===== config.mk =====
export PLATFORM = sky130hd
export DESIGN_NAME = asx_alu
export DESIGN_NICKNAME = d
export VERILOG_FILES = /design/src/rtl/asx_pkg.sv /design/src/rtl/asx_alu.sv
export VERILOG_INCLUDE_DIRS = /design/src /design/src/rtl
export SDC_FILE = /design/constraint.sdc
export NUM_CORES = 1
export LEC_CHECK = 0
export BUFFER_PORTS_ARGS = -buffer_cell sky130_fd_sc_hd__clkbuf_2
export CORE_AREA = 3 3 90 75
export DETAILED_ROUTE_END_ITERATION = 8
export DIE_AREA = 0 0 93 78
export PLACE_DENSITY = 0.76
export SLEW_MARGIN = 20
export SYNTH_ARGS = -nofsm -noshare
export SYNTH_HDL_FRONTEND = slang
export SYNTH_SLANG_ARGS = --single-unit

===== constraint.sdc =====
create_clock -name clk -period 3 [get_ports clk]
set_input_delay 0.3 -clock clk [delete_from_list [all_inputs] [get_ports clk]]
set_output_delay 0.3 -clock clk [all_outputs]
set_load 0.02 [all_outputs]

===== src/rtl/asx_params.svh =====
/*
 * Named constants for the subtract/swap/xor/direction-load datapath.
 * Assumes it is included by bare name after the package is compiled.
 */
`ifndef ASX_PARAMS_SVH
`define ASX_PARAMS_SVH

// ************************************************************
// Widths and field positions
// ************************************************************
`define ASX_DATA_W      8
`define ASX_ADDR_W      7
`define ASX_NIB_HI      7:4
`define ASX_NIB_LO      3:0
`define ASX_SEL_BITS    2:0
`define ASX_SEL_UPPER   6:3
`define ASX_BYTE_BITS   7:0
`define ASX_CARRY_BIT   8
`define ASX_DC_BIT      4

// ************************************************************
// Direction register selectors and reset values
// ************************************************************
`define ASX_SEL_PORT_A  3'h5
`define ASX_SEL_PORT_B  3'h6
`define ASX_SEL_PORT_C  3'h7
`define ASX_SEL_UP_ZERO 4'h0
`define ASX_DEST_W      1'b0
`define ASX_DIR_RST     8'hFF
`define ASX_W_RST       8'h00
`define ASX_BYTE_ZERO   8'h00
`define ASX_ADDR_ZERO   7'h00

`endif


===== src/rtl/asx_pkg.sv =====
/*
 * Types shared by the datapath: operation codes and the state record.
 * Assumes the decoder drives operation codes of this type.
 */
package asx_pkg;

    typedef enum logic [2:0] {
        ASX_OP_SUBB = 3'h0,
        ASX_OP_SWAP = 3'h1,
        ASX_OP_XORL = 3'h2,
        ASX_OP_XORF = 3'h3,
        ASX_OP_DIRL = 3'h4
    } asx_op_t;

    typedef struct packed {
        logic [7:0] w;
        logic       carry;
        logic       digit_carry_flag;
        logic       zero;
        logic [7:0] port_a_direction;
        logic [7:0] port_b_direction;
        logic [7:0] port_c_direction;
        logic       file_we;
        logic [6:0] file_waddr;
        logic [7:0] file_wdata;
        logic       done;
    } asx_state_t;

endpackage : asx_pkg


===== src/rtl/asx_alu.sv =====
/*
 * Execution datapath for five single-word instructions: subtract with
 * borrow, nibble swap, XOR literal, XOR file, and direction load.
 * Assumes the decoder presents one instruction per cycle with the
 * addressed file register already read on file_rdata, all on clk.
 */
`timescale 1ns/100ps
`default_nettype none
`include "asx_params.svh"

module asx_alu #(
    parameter int DATA_W = `ASX_DATA_W,
    parameter int ADDR_W = `ASX_ADDR_W
) (
    input  wire logic             clk,
    input  wire logic             srst,
    input  wire logic             ce,
    input  wire logic             op_valid,
    input  wire asx_pkg::asx_op_t op_code,
    input  wire logic [6:0]       file_addr,
    input  wire logic             dest_bit,
    input  wire logic [7:0]       literal,
    input  wire logic [7:0]       file_rdata,
    output logic      [7:0]       w_out,
    output logic                  carry_flag,
    output logic                  digit_carry_flag,
    output logic                  zero_flag,
    output logic      [7:0]       port_a_direction,
    output logic      [7:0]       port_b_direction,
    output logic      [7:0]       port_c_direction,
    output logic                  file_we,
    output logic      [6:0]       file_waddr,
    output logic      [7:0]       file_wdata,
    output logic                  done
);

    // ************************************************************
    // Elaboration checks
    // ************************************************************
    // The flag and nibble logic is written for a byte-wide core only
    if (DATA_W != `ASX_DATA_W || ADDR_W != `ASX_ADDR_W) begin : g_bad_width
        $error("asx_alu supports only 8-bit data and 7-bit file addresses");
    end

    // ************************************************************
    // State
    // ************************************************************
    asx_pkg::asx_state_t st_r;
    asx_pkg::asx_state_t st_nxt;

    always_comb begin
        logic [8:0] diff;
        logic [4:0] ndiff;
        logic [7:0] res;
        logic       to_file;
        diff    = 9'h000;
        ndiff   = 5'h00;
        res     = `ASX_BYTE_ZERO;
        to_file = 1'b0;
        st_nxt  = st_r;
        st_nxt.file_we = 1'b0;
        st_nxt.done    = 1'b0;
        if (op_valid) begin
            st_nxt.done = 1'b1;
            case (op_code)
                asx_pkg::ASX_OP_SUBB: begin
                    // Adding ~W plus carry gives f - W - !carry
                    diff  = {1'b0, file_rdata} + {1'b0, ~st_r.w} + {8'h00, st_r.carry};
                    ndiff = {1'b0, file_rdata[`ASX_NIB_LO]} + {1'b0, ~st_r.w[`ASX_NIB_LO]}
                          + {4'h0, st_r.carry};
                    res   = diff[`ASX_BYTE_BITS];
                    st_nxt.carry            = diff[`ASX_CARRY_BIT];
                    st_nxt.digit_carry_flag = ndiff[`ASX_DC_BIT];
                    st_nxt.zero             = (res == `ASX_BYTE_ZERO);
                    to_file = (dest_bit != `ASX_DEST_W);
                end
                asx_pkg::ASX_OP_SWAP: begin
                    res = {file_rdata[`ASX_NIB_LO], file_rdata[`ASX_NIB_HI]};
                    to_file = (dest_bit != `ASX_DEST_W);
                end
                asx_pkg::ASX_OP_XORL: begin
                    res = st_r.w ^ literal;
                    st_nxt.zero = (res == `ASX_BYTE_ZERO);
                    to_file = 1'b0;
                end
                asx_pkg::ASX_OP_XORF: begin
                    res = st_r.w ^ file_rdata;
                    st_nxt.zero = (res == `ASX_BYTE_ZERO);
                    to_file = (dest_bit != `ASX_DEST_W);
                end
                asx_pkg::ASX_OP_DIRL: begin
                    res = st_r.w;
                    // Selectors outside 5..7 are ignored rather than aliased
                    if (file_addr[`ASX_SEL_UPPER] == `ASX_SEL_UP_ZERO) begin
                        case (file_addr[`ASX_SEL_BITS])
                            `ASX_SEL_PORT_A: st_nxt.port_a_direction = st_r.w;
                            `ASX_SEL_PORT_B: st_nxt.port_b_direction = st_r.w;
                            `ASX_SEL_PORT_C: st_nxt.port_c_direction = st_r.w;
                            default: st_nxt.done = 1'b1;
                        endcase
                    end
                end
                default: st_nxt.done = 1'b0;
            endcase
            if (op_code != asx_pkg::ASX_OP_DIRL && op_code <= asx_pkg::ASX_OP_XORF) begin
                if (to_file) begin
                    st_nxt.file_we    = 1'b1;
                    st_nxt.file_waddr = file_addr;
                    st_nxt.file_wdata = res;
                end else begin
                    st_nxt.w = res;
                end
            end
        end
    end

    always_ff @(posedge clk) begin
        if (srst) begin
            st_r <= '{w: `ASX_W_RST, carry: 1'b0, digit_carry_flag: 1'b0, zero: 1'b0,
                      port_a_direction: `ASX_DIR_RST, port_b_direction: `ASX_DIR_RST,
                      port_c_direction: `ASX_DIR_RST, file_we: 1'b0,
                      file_waddr: `ASX_ADDR_ZERO, file_wdata: `ASX_BYTE_ZERO, done: 1'b0};
        end else if (ce) begin
            st_r <= st_nxt;
        end
    end

    assign w_out            = st_r.w;
    assign carry_flag       = st_r.carry;
    assign digit_carry_flag = st_r.digit_carry_flag;
    assign zero_flag        = st_r.zero;
    assign port_a_direction = st_r.port_a_direction;
    assign port_b_direction = st_r.port_b_direction;
    assign port_c_direction = st_r.port_c_direction;
    assign file_we          = st_r.file_we;
    assign file_waddr       = st_r.file_waddr;
    assign file_wdata       = st_r.file_wdata;
    assign done             = st_r.done;

    logic go;
    assign go = ce && op_valid;
endmodule : asx_alu
`default_nettype wire


==> summary.md, run 1 <==
| Metric | Value |
|---|---|
| Fraction of final layout cells sized beyond drive strength 1 | `26.6%` |
| RSZ-0062 raised after global routing | `no` |
| Most frequent cell on the critical path | `fa_1` |
| Reg area | `1040 µm²` |
| Count of buffers from port buffering | `82` |
| Width of the die | `93 µm` |
| Syn_nets | `381` |
| Startpoint kind of the worst setup timing path | `flop` |
| Slew Limit Headroom | `roughly 58%` |
| Number of synthesized flops with an enable pin | `0` |
| Number of cell rows | `25` |
| Global-route wire length before repair | `14200 µm` |
| Switching share of power | `between 30% and 40%` |
| Worst-Margin Slew | `0.630 ns` |
| Flop pwr share | `50.3%` |
| Clk_lat worst skew | `0.30 ns` |
| Number of vias per cell after detailed routing | `around 5.8` |
| Clock transition at path regs | `0.10 ns` |
| Dpl hpwl | `6590 µm` |
| Area of the placeable core | `5880 µm²` |
| Diode count | `0` |
| Post-CTS Setup Repair Bufs | `0` |
| Max-slew violation count | `0` |
| Int Pwr | `~0.99 mW` |
| Most used flip-flop cell after synthesis | `dfxtp_1` |
| Max frequency | `around 380 MHz` |
| Setup total negative slack | `0 ns` |
| Floorplan die height | `between 70 and 80 µm` |
| Compound-Gate Fraction of Synth Area | `between 20 and 30%` |
| Area share of the largest cell type after synthesis | `between 30% and 40%` |
| Depth of the CTS H-tree | `2` |
| Adder-cell share of the synthesized area | `4.77%` |
| Type of destination of the critical path | `flop` |
| Congestion Overflow GR | `0` |
| WP data required | `3.17 ns` |
| Ordered cell list for the critical path | `inv_1 -> fa_1 -> fa_1 -> a21oi_2 -> o21ba_2 -> xnor2_1 -> a2111oi_0 -> nor3_1` |
| Non-Filler Instances | `around 490` |
| Multiplexer fraction of the synthesized cell area | `1.45%` |
| Number of antenna violations at the first check in global routing | `0` |
| Number of warning messages in the yosys log | `0` |
| Multi-input logic area | `1710 µm²` |
| Fraction of synthesized cell area in xor and xnor cells | `around 3.3%` |
| Count of max-cap constraint violations | `0` |
| DR DRC count | `0` |
| Net count, final | `roughly 450` |
| Comb pwr share | `20.0%` |
| Remaining antenna violation count after routing | `0` |
| GPL Wtd Cong | `0.998` |
| Cells taking the most area after synthesis | `dfxtp_1 (35%), a211o_1 (7.5%), nor2b_1 (4.3%)` |
| Critical hold path startpoint | `file_addr[6]` |
| Post-synthesis to final-layout area growth | `17.6%` |
| Depth of the worst register-to-register path | `8` |
| Count of cell types in the netlist | `60` |
| Yosys reg bits | `52` |
| Fill cells | `590` |
| Largest net degree at the start of global routing | `53` |
| Cells resized by post-CTS repair | `0` |
| Total via count in the routed design | `2857` |
| Number of iterations in the first detailed-routing pass | `5` |
| Gate count of the mapped netlist | `340` |
| Io pins | `83` |
| Maximum vdd ir drop | `between 200 and 250 µV` |
| Worst hold slack | `approximately 0.22 ns` |
| Startpoint of the most critical register-to-register path | `w_out[0]$_SDFFE_PP0P_` |
| Detailed-route wire length per cell | `17.4 µm` |
| Wire length after detailed routing | `8610 µm` |
| Largest driver fanout on the critical path | `7` |
| DR iter-0 viols | `231` |
| Total routing resource utilization after global routing | `about a quarter` |
| Number of buffers on the longest clock path | `2` |
| Shortest clock period the worst path allows after layout | `2.66 ns` |
| Worst clock skew on the final layout | `0.00701 ns` |
| Post-Synth Simple-Gate Area | `21.9%` |
| Clock sinks | `52` |
| Number of global-route vias before repair | `~2.8k` |
| Hold WC Path Type | `primary input to flop` |
| Cell at the slowest stage of the critical path | `dfxtp_1` |
| Endpoints failing setup | `0` |
| DIE AREA | `7250 µm²` |
| Final critical-path share of the clock period | `88.6%` |
| Source of the critical timing path | `w_out[0]$_SDFFE_PP0P_` |
| Clock network fraction of total power | `between 20% and 30%` |
| TritonCTS clock tree | `done` |
| Kind of critical path | `flop to flop` |
| Final-report hold violation count | `0` |
| Synth area leader | `dfxtp_1` |
| Power density of the placed cells | `411 nW/µm²` |
| Cell Count Post-Placement | `about 500` |
| Average cell area after synthesis | `roughly 8.6 µm²` |
| Total net switching power | `between 0.4 and 0.5 mW` |
| Highest cell delay on the worst timing path | `0.47 ns` |
| Share of synthesized flip-flops with an asynchronous set or reset | `0%` |
| Largest family of logic cells by synthesized area | `compound AO/OA/AOI/OAI gates` |
| Result of the run | `finished, final reports clean` |
| CTS Hold Buffers Added | `0` |
| Final Total Pwr | `1.42 mW` |
| Clock buffers created by TritonCTS | `5` |
| Summed instance area of the synthesized netlist | `2940 µm²` |
| Sequential area share after synthesis | `around 35%` |
| Signal arrival time at the worst endpoint | `2.83 ns` |
| Initial standard-cell utilization of the core | `49.9%` |
| Clk root buf | `clkbuf_8` |
| Cell depth of the worst min-delay path | `3` |
| Leakage power figure | `about 1.4 nW` |
[cell usage after synthesis, types with 6 or more instances]
library cell	number
inv_1	14
a211o_1	25
nand2_1	29
nand2b_1	6
clkbuf_1	6
xor2_1	7
ha_1	8
buf_2	8
nor3_1	7
o21ai_0	10
nor2_1	32
a21oi_1	19
nor2b_1	20
a211oi_1	11
dfxtp_1	52
[final cells by class]
| class | count | area share [%] |
|---|---|---|
| Multi-Input combinational cell | 251 | 49.4 |
| Clock buffer | 6 | 2.39 |
| Timing Repair Buffer | 87 | 13.0 |
| Clock inverter | 2 | 0.435 |
| Sequential cell | 52 | 30.1 |
| Tap cell | 81 | 2.93 |
| Inverter | 15 | 1.70 |
[cells in the final DEF (no fill, tap or decap), drive strengths merged, types with 4 or more instances in the layout]
| cell | synthesis | routed |
|---|---|---|
| a21oi | 23 | 23 |
| nand2b | 7 | 7 |
| buf | 16 | 5 |
| ha | 8 | 8 |
| and3 | 4 | 4 |
| nand4 | 4 | 4 |
| a211o | 25 | 25 |
| nand3 | 7 | 7 |
| o21ai | 12 | 12 |
| a31oi | 5 | 5 |
| nand2 | 29 | 29 |
| clkbuf | 6 | 88 |
| xnor2 | 4 | 4 |
| nor2 | 33 | 33 |
| a211oi | 11 | 11 |
| xor2 | 7 | 7 |
| nor2b | 20 | 20 |
| nor3 | 7 | 7 |
| dfxtp | 52 | 52 |
| inv | 15 | 15 |
[critical path, delay by kind of cell, from the launching register on]
kind,cells,cell delay [ns]
buffers and inverters,1,0.14
XOR/XNOR,1,0.11
flip-flops,1,0.47
AND/OR/NAND/NOR,1,0.09
adder cells (fa/ha/maj),2,0.90
AO/OA/AOI/OAI,3,0.83
[metrics by stage]
stage	utilization (%)	setup WS [ns]	area, µm²
floorplan	-	0.451	2940
global placement	57.1	0.442	3360
detailed placement	57.1	0.397	3360
CTS	58.7	0.369	3450
global route	58.7	0.0654	3450
finish	58.7	0.341	3450
[cells by family after synthesis]
family / after synthesis
mux: 3
xor+xnor: 11
compound gates: 104
flops: 52
buf+inv: 37
fa+ha+maj: 10
simple gates: 123
[power groups by stage]
stage          clock, mW  sequential (mW)  combinational (mW)
3_5_place_dp           0            0.729               0.278
2_1_floorplan          0            0.741               0.175
6_report           0.421            0.713               0.283
3_3_place_gp           0            0.729               0.277
5_1_grt            0.462            0.715               0.314
4_1_cts            0.429            0.713               0.279
[path summary, 6_finish.rpt]
path,endpoint,slack (ns)
min reg2reg,file_waddr[1]$_SDFFE_PP0P_,0.46
min,file_waddr[6]$_SDFFE_PP0P_,0.22
max,file_wdata[4]$_SDFFE_PP0P_,0.34
max reg2reg,file_wdata[4]$_SDFFE_PP0P_,0.34
[state kept, by name, summed over array words and instances (netlist names), 7 cells and up]
signal,count
file_wdata,8
port_c_direction,8
port_a_direction,8
file_waddr,7
port_b_direction,8
w_out,8
[per-layer routing]
metal	up-vias	share of wire [%]	global-route usage [%]
li1	1375	-	-
met1	1334	47	35.3
met2	142	42	36.7
met3	6	9.6	7.07
met4	0	0.71	4.98
met5	-	0	0
Power figures use the tool's default switching activity.
==> run 2, diff against run 1 <==
==> constraint.sdc (replaced) <==
create_clock -name clk -period 2.6 [get_ports clk]
set_input_delay 0.26 -clock clk [delete_from_list [all_inputs] [get_ports clk]]
set_output_delay 0.26 -clock clk [all_outputs]
set_load 0.02 [all_outputs]
==> run 2 against run 1 <==
Cell count increased by 2.8%. Maximum frequency up 7.5%. Power increased by 29%. Critical path type unchanged. Largest cell class unchanged. Largest power group unchanged. Highest routed layer unchanged.
==> summary.md, run 2 (synthesis results as in run 1) <==
| Metric | Value |
|---|---|
| Result of the run | `finished, final reports clean` |
| Clk root buf | `clkbuf_8` |
| CTS Hold Buffers Added | `0` |
| Detailed-route wire length per cell | `roughly 18 µm` |
| Dpl hpwl | `6930 µm` |
| Slew Limit Headroom | `62.6%` |
| Max-slew violation count | `0` |
| Total routing resource utilization after global routing | `25.7%` |
| Worst Setup Slack, final | `0.126 ns` |
| Diode count | `0` |
| Count of buffers from port buffering | `82` |
| Kind of critical path | `flop to flop` |
| Flop pwr share | `44.6%` |
| Type of destination of the critical path | `flop` |
| Hold WC Path Type | `primary input to flop` |
| Worst-Margin Slew | `between 0.5 and 0.6 ns` |
| Worst setup timing slack at the placement stage | `0.134 ns` |
| Number of antenna violations at the first check in global routing | `0` |
| Shortest clock period the worst path allows after layout | `2.47 ns` |
| Clock sinks | `between 50 and 60` |
| Signal arrival time at the worst endpoint | `roughly 2.7 ns` |
| Cells resized by post-CTS repair | `0` |
| Number of buffers on the longest clock path | `2` |
| Ordered cell list for the critical path | `inv_1 -> fa_1 -> fa_1 -> a21oi_2 -> o21ba_2 -> xnor2_1 -> a2111o_1 -> o41ai_2` |
| DR WL met2 | `3870 µm` |
| Highest cell delay on the worst timing path | `0.44 ns` |
| Final Total Pwr | `1.83 mW` |
| Clk_lat worst skew | `a little over 0.3 ns` |
| Total via count in the routed design | `2940` |
| Startpoint kind of the worst setup timing path | `flop` |
| Leakage power figure | `1.45 nW` |
| Number of cell rows | `25` |
| Switching share of power | `27.8%` |
| Final-report hold violation count | `0` |
| Number of global-route vias before repair | `2736` |
| Comb pwr share | `19.5%` |
| Commonest non-fill, non-tap cells in the layout | `clkbuf_2 (82), dfxtp_1 (52), nor2_1 (32), nand2_1 (29), a211o_1 (25)` |
| Number of vias per cell after detailed routing | `5.79` |
| Final critical-path share of the clock period | `95.1%` |
| GPL Wtd Cong | `between 1 and 1.5` |
| Net count, final | `468` |
| Met3 WL | `around 860 µm` |
| Met1 Routed Length | `4230 µm` |
| Clock buffers created by TritonCTS | `5` |
| Maximum vdd ir drop | `284 µV` |
| Depth of the CTS H-tree | `2` |
| Congestion Overflow GR | `0` |
| Area of the placeable core | `5880 µm²` |
| Max frequency | `between 400 and 500 MHz` |
| Cell Count Post-Placement | `501` |
| Int Pwr | `~1.3 mW` |
| Power density of the placed cells | `508 nW/µm²` |
| Clock transition at path regs | `0.10 ns` |
| Area after detailed placement | `3470 µm²` |
| Worst hold slack | `0.179 ns` |
| Number of iterations in the first detailed-routing pass | `5` |
| Remaining antenna violation count after routing | `0` |
| DIE AREA | `7250 µm²` |
| TritonCTS clock tree | `done` |
| Count of max-cap constraint violations | `0` |
| Wire length after detailed routing | `9060 µm` |
| DR DRC count | `0` |
| Worst clock skew on the final layout | `about 0.0097 ns` |
| Fraction of final layout cells sized beyond drive strength 1 | `29.3%` |
| Initial standard-cell utilization of the core | `49.9%` |
| Most frequent cell on the critical path | `fa_1` |
| Cell area after layout | `3600 µm²` |
| Non-Filler Instances | `508` |
| Post-CTS Setup Repair Bufs | `0` |
| Width of the die | `93 µm` |
| Largest driver fanout on the critical path | `3` |
| Io pins | `83` |
| DR iter-0 viols | `269` |
| Highest metal used | `met4` |
| Largest net degree at the start of global routing | `53` |
| Clock network fraction of total power | `35.9%` |
| Floorplan die height | `approximately 78 µm` |
| Post-synthesis to final-layout area growth | `22.7%` |
| WP data required | `between 2 and 3 ns` |
| Cell at the slowest stage of the critical path | `fa_1` |
| Endpoints failing setup | `0` |
| Global-route wire length before repair | `14500 µm` |
| Most common cell after layout, fill and taps aside | `clkbuf_2` |
| Total net switching power | `around 0.51 mW` |
[run 2: changes by cell type in the layout (fill, tap and decap cells not counted), sizes merged]
cell / delta
bufinv: +2
clkbuf: -1
buf: +15
clkinvlp: -2
[run 2: per-stage QoR]
| step | TNS [ns] | util, % |
|---|---|---|
| 6_report | 0 | 61.3 |
| 5_1_grt | -0.0269 | 61.3 |
| 4_1_cts | 0 | 61.2 |
| 3_5_place_dp | 0 | 59.0 |
| 3_3_place_gp | 0 | 59.0 |
| 2_1_floorplan | 0 | - |
[run 2: final timing paths]
path | slack (ns) | to | start | cells after the start
worst max-delay path | 0.13 | zero_flag$_SDFFE_PP0P_ | w_out[0]$_SDFFE_PP0P_ | 8
worst min-delay path | 0.18 | file_waddr[2]$_SDFFE_PP0P_ | file_addr[2] | 3
worst max register to register | 0.13 | zero_flag$_SDFFE_PP0P_ | w_out[0]$_SDFFE_PP0P_ | 8
worst min register to register | 0.46 | file_waddr[6]$_SDFFE_PP0P_ | file_waddr[6]$_SDFFE_PP0P_ | 2
[run 2: per-layer routing]
| layer | GRT usage, % | up-vias |
|---|---|---|
| met1 | 37.2 | 1378 |
| li1 | - | 1414 |
| met3 | 7.66 | 11 |
| met2 | 38.5 | 137 |
| met5 | 0 | - |
| met4 | 3.51 | 0 |
[run 2: power by group through the flow]
stage	registers, mW	logic [mW]	clock network, mW
2_1_floorplan	0.854	0.202	0
3_3_place_gp	0.835	0.348	0
3_5_place_dp	0.835	0.347	0
4_1_cts	0.816	0.351	0.666
5_1_grt	0.818	0.390	0.692
6_report	0.817	0.358	0.656
[run 2: worst max-delay path, delay by kind of cell, from the launching register on]
family                   cells  cell delay [ns]
AO/OA/AOI/OAI                4             0.94
XOR/XNOR                     1             0.13
flip-flops                   1             0.35
buffers and inverters        1             0.07
adder cells (fa/ha/maj)      2             0.88
[run 2: final cells by class]
class	count	area, µm²
Multi-Input combinational cell	251	1710
Tap cell	81	101
Clock buffer	5	68.8
Fill cell	568	2280
Clock inverter	2	60.1
Inverter	15	58.8
Sequential cell	52	1040
Timing Repair Buffer	102	561
==> run 3, diff against run 2 <==
==> constraint.sdc (replaced) <==
create_clock -name clk -period 2.6 [get_ports clk]
set_input_delay 0.13 -clock clk [delete_from_list [all_inputs] [get_ports clk]]
set_output_delay 0.13 -clock clk [all_outputs]
set_load 0.02 [all_outputs]
==> run 3 against run 2 <==
Via count down 0.61%. Register-to-register slack about the same. Final area down 1.2%. Power down 9.5%. Routed wire length down 1.0%. Clock-buffer cell count up 2.
==> summary.md, run 3 (synthesis results as in run 1) <==
| Metric | Value |
|---|---|
| Worst clock skew on the final layout | `0.00725 ns` |
| Global-route wire length before repair | `14300 µm` |
| Fraction of final layout cells sized beyond drive strength 1 | `29.0%` |
| Capturing point of the worst reg2reg path | `zero_flag$_SDFFE_PP0P_` |
| Largest net degree at the start of global routing | `53` |
| Most frequent cell on the critical path | `fa_1` |
| Final critical-path share of the clock period | `94.9%` |
| Largest driver fanout on the critical path | `3` |
| Io pins | `83` |
| Post-CTS Setup Repair Bufs | `0` |
| Max frequency | `405 MHz` |
| Slew Limit Headroom | `63.5%` |
| RSZ-0062 raised after global routing | `no` |
| Signal arrival time at the worst endpoint | `around 2.7 ns` |
| Most common cell after layout, fill and taps aside | `clkbuf_2` |
| Area of the placeable core | `5880 µm²` |
| Non-Filler Instances | `508` |
| Total via count in the routed design | `about 3k` |
| DR iter-0 viols | `around 220` |
| Endpoints failing setup | `0` |
| Ordered cell list for the critical path | `inv_1 -> fa_1 -> fa_1 -> a21oi_2 -> o21ba_2 -> xnor2_1 -> a2111o_1 -> o41ai_2` |
| Depth of the CTS H-tree | `2` |
| Shortest clock period the worst path allows after layout | `between 2 and 2.5 ns` |
| Number of antenna violations at the first check in global routing | `0` |
| Clk root buf | `clkbuf_8` |
| WP data required | `2.82 ns` |
| Count of max-cap constraint violations | `0` |
| Clk_lat worst skew | `a little over 0.3 ns` |
| Cell area after layout | `3560 µm²` |
| Fraction of the core area covered by cells at the end of the flow | `between 60% and 70%` |
| Width of the die | `93 µm` |
| Type of destination of the critical path | `flop` |
| DR DRC count | `0` |
| GPL Wtd Cong | `0.986` |
| Startpoint of the most critical register-to-register path | `w_out[0]$_SDFFE_PP0P_` |
| Congestion Overflow GR | `0` |
| Startpoint kind of the worst setup timing path | `flop` |
| Clock transition at path regs | `around 0.1 ns` |
| Post-synthesis to final-layout area growth | `21.3%` |
| Register-to-register path setup slack | `0.13 ns` |
| Detailed-route wire length per cell | `between 15 and 20 µm` |
| Number of vias per cell after detailed routing | `5.75` |
| Dpl hpwl | `6990 µm` |
| Number of global-route vias before repair | `2715` |
| Area after detailed placement | `3460 µm²` |
| Total routing resource utilization after global routing | `around 25%` |
| Floorplan die height | `78 µm` |
| Worst-Margin Slew | `0.547 ns` |
| Maximum vdd ir drop | `340 µV` |
| Cell Count Post-Placement | `500` |
| Setup total negative slack | `0 ns` |
| Worst setup path endpoint | `zero_flag$_SDFFE_PP0P_` |
| Hold WC Path Type | `primary input to flop` |
| Number of buffers on the longest clock path | `2` |
| TritonCTS clock tree | `done` |
| Number of iterations in the first detailed-routing pass | `5` |
| Max-slew violation count | `0` |
| Cells resized by post-CTS repair | `0` |
| Net count, final | `467` |
| Source of the critical timing path | `w_out[0]$_SDFFE_PP0P_` |
| Result of the run | `finished, final reports clean` |
| Depth of the worst register-to-register path | `8` |
| DIE AREA | `7250 µm²` |
| Initial standard-cell utilization of the core | `roughly 50%` |
| Count of buffers from port buffering | `82` |
| Worst Setup Slack, final | `0.133 ns` |
| Cell at the slowest stage of the critical path | `fa_1` |
| Clock buffers created by TritonCTS | `5` |
| Leakage power figure | `1.42 nW` |
| Wire length after detailed routing | `8970 µm` |
| Remaining antenna violation count after routing | `0` |
| Final-report hold violation count | `0` |
| Power density of the placed cells | `465 nW/µm²` |
| Kind of critical path | `flop to flop` |
| CTS Hold Buffers Added | `0` |
| Diode count | `0` |
| Highest cell delay on the worst timing path | `0.45 ns` |
| Commonest non-fill, non-tap cells in the layout | `clkbuf_2 (82), dfxtp_1 (52), nor2_1 (32), nand2_1 (29), a211o_1 (25)` |
| Clock sinks | `52` |
| Number of cell rows | `25` |
| Fill cells | `564` |
| Worst setup timing slack at the placement stage | `0.201 ns` |
==> run 3: worst min path at each step <==
stage | from | end | depth (start not counted)
6_report | file_addr[2] | file_waddr[2]$_SDFFE_PP0P_ | 3
5_1_grt | file_addr[2] | file_waddr[2]$_SDFFE_PP0P_ | 3
4_1_cts | file_addr[2] | file_waddr[2]$_SDFFE_PP0P_ | 3
3_5_place_dp | file_addr[2] | file_waddr[2]$_SDFFE_PP0P_ | 3
3_3_place_gp | file_addr[2] | file_waddr[2]$_SDFFE_PP0P_ | 3
2_1_floorplan | file_addr[0] | file_waddr[0]$_SDFFE_PP0P_ | 2
==> run 3: through the flow <==
step / hold slack (ns) / total power [mW]
after detailed placement: 0.377 / 1.18
final: 0.0586 / 1.66
after global placement: 0.368 / 1.18
after global routing: 0.0716 / 1.73
after CTS: 0.0452 / 1.66
after floorplan: 0.266 / 1.06
==> run 3: area by class of cell <==
type                    instances  area [µm²]  share of cell area, %
clock buffers                   7        86.3                   2.42
clock inverters                 1        7.51                  0.211
inverters                      15        58.8                   1.65
multi-input cells             251        1710                   48.1
flip-flops and latches         52        1040                   29.2
well taps                      81         101                   2.85
repair buffers                101         553                   15.5
==> run 3: critical path: cells and delay by family (launching register included) <==
| family | cells | cell delay (ns) |
|---|---|---|
| xor+xnor | 1 | 0.14 |
| fa+ha+maj | 2 | 0.88 |
| compound gates | 4 | 0.94 |
| buf+inv | 1 | 0.07 |
| flops | 1 | 0.34 |
==> run 3: power by group <==
group          leakage [nW]  internal [mW]  switching (mW)  total [mW]
Clock                0.0445          0.217           0.269       0.486
Sequential            0.421          0.809         0.00796       0.817
Combinational         0.957          0.131           0.223       0.354
Total                  1.42           1.16           0.500        1.66
==> run 3: metal layers <==
| metal | GRT usage, % | routed length, µm | share of wire (%) |
|---|---|---|---|
| met5 | 0 | 0 | 0 |
| met4 | 7.17 | 97 | 1.1 |
| met3 | 6.59 | 915 | 10 |
| met2 | 36.7 | 3830 | 43 |
| met1 | 36.5 | 4120 | 46 |
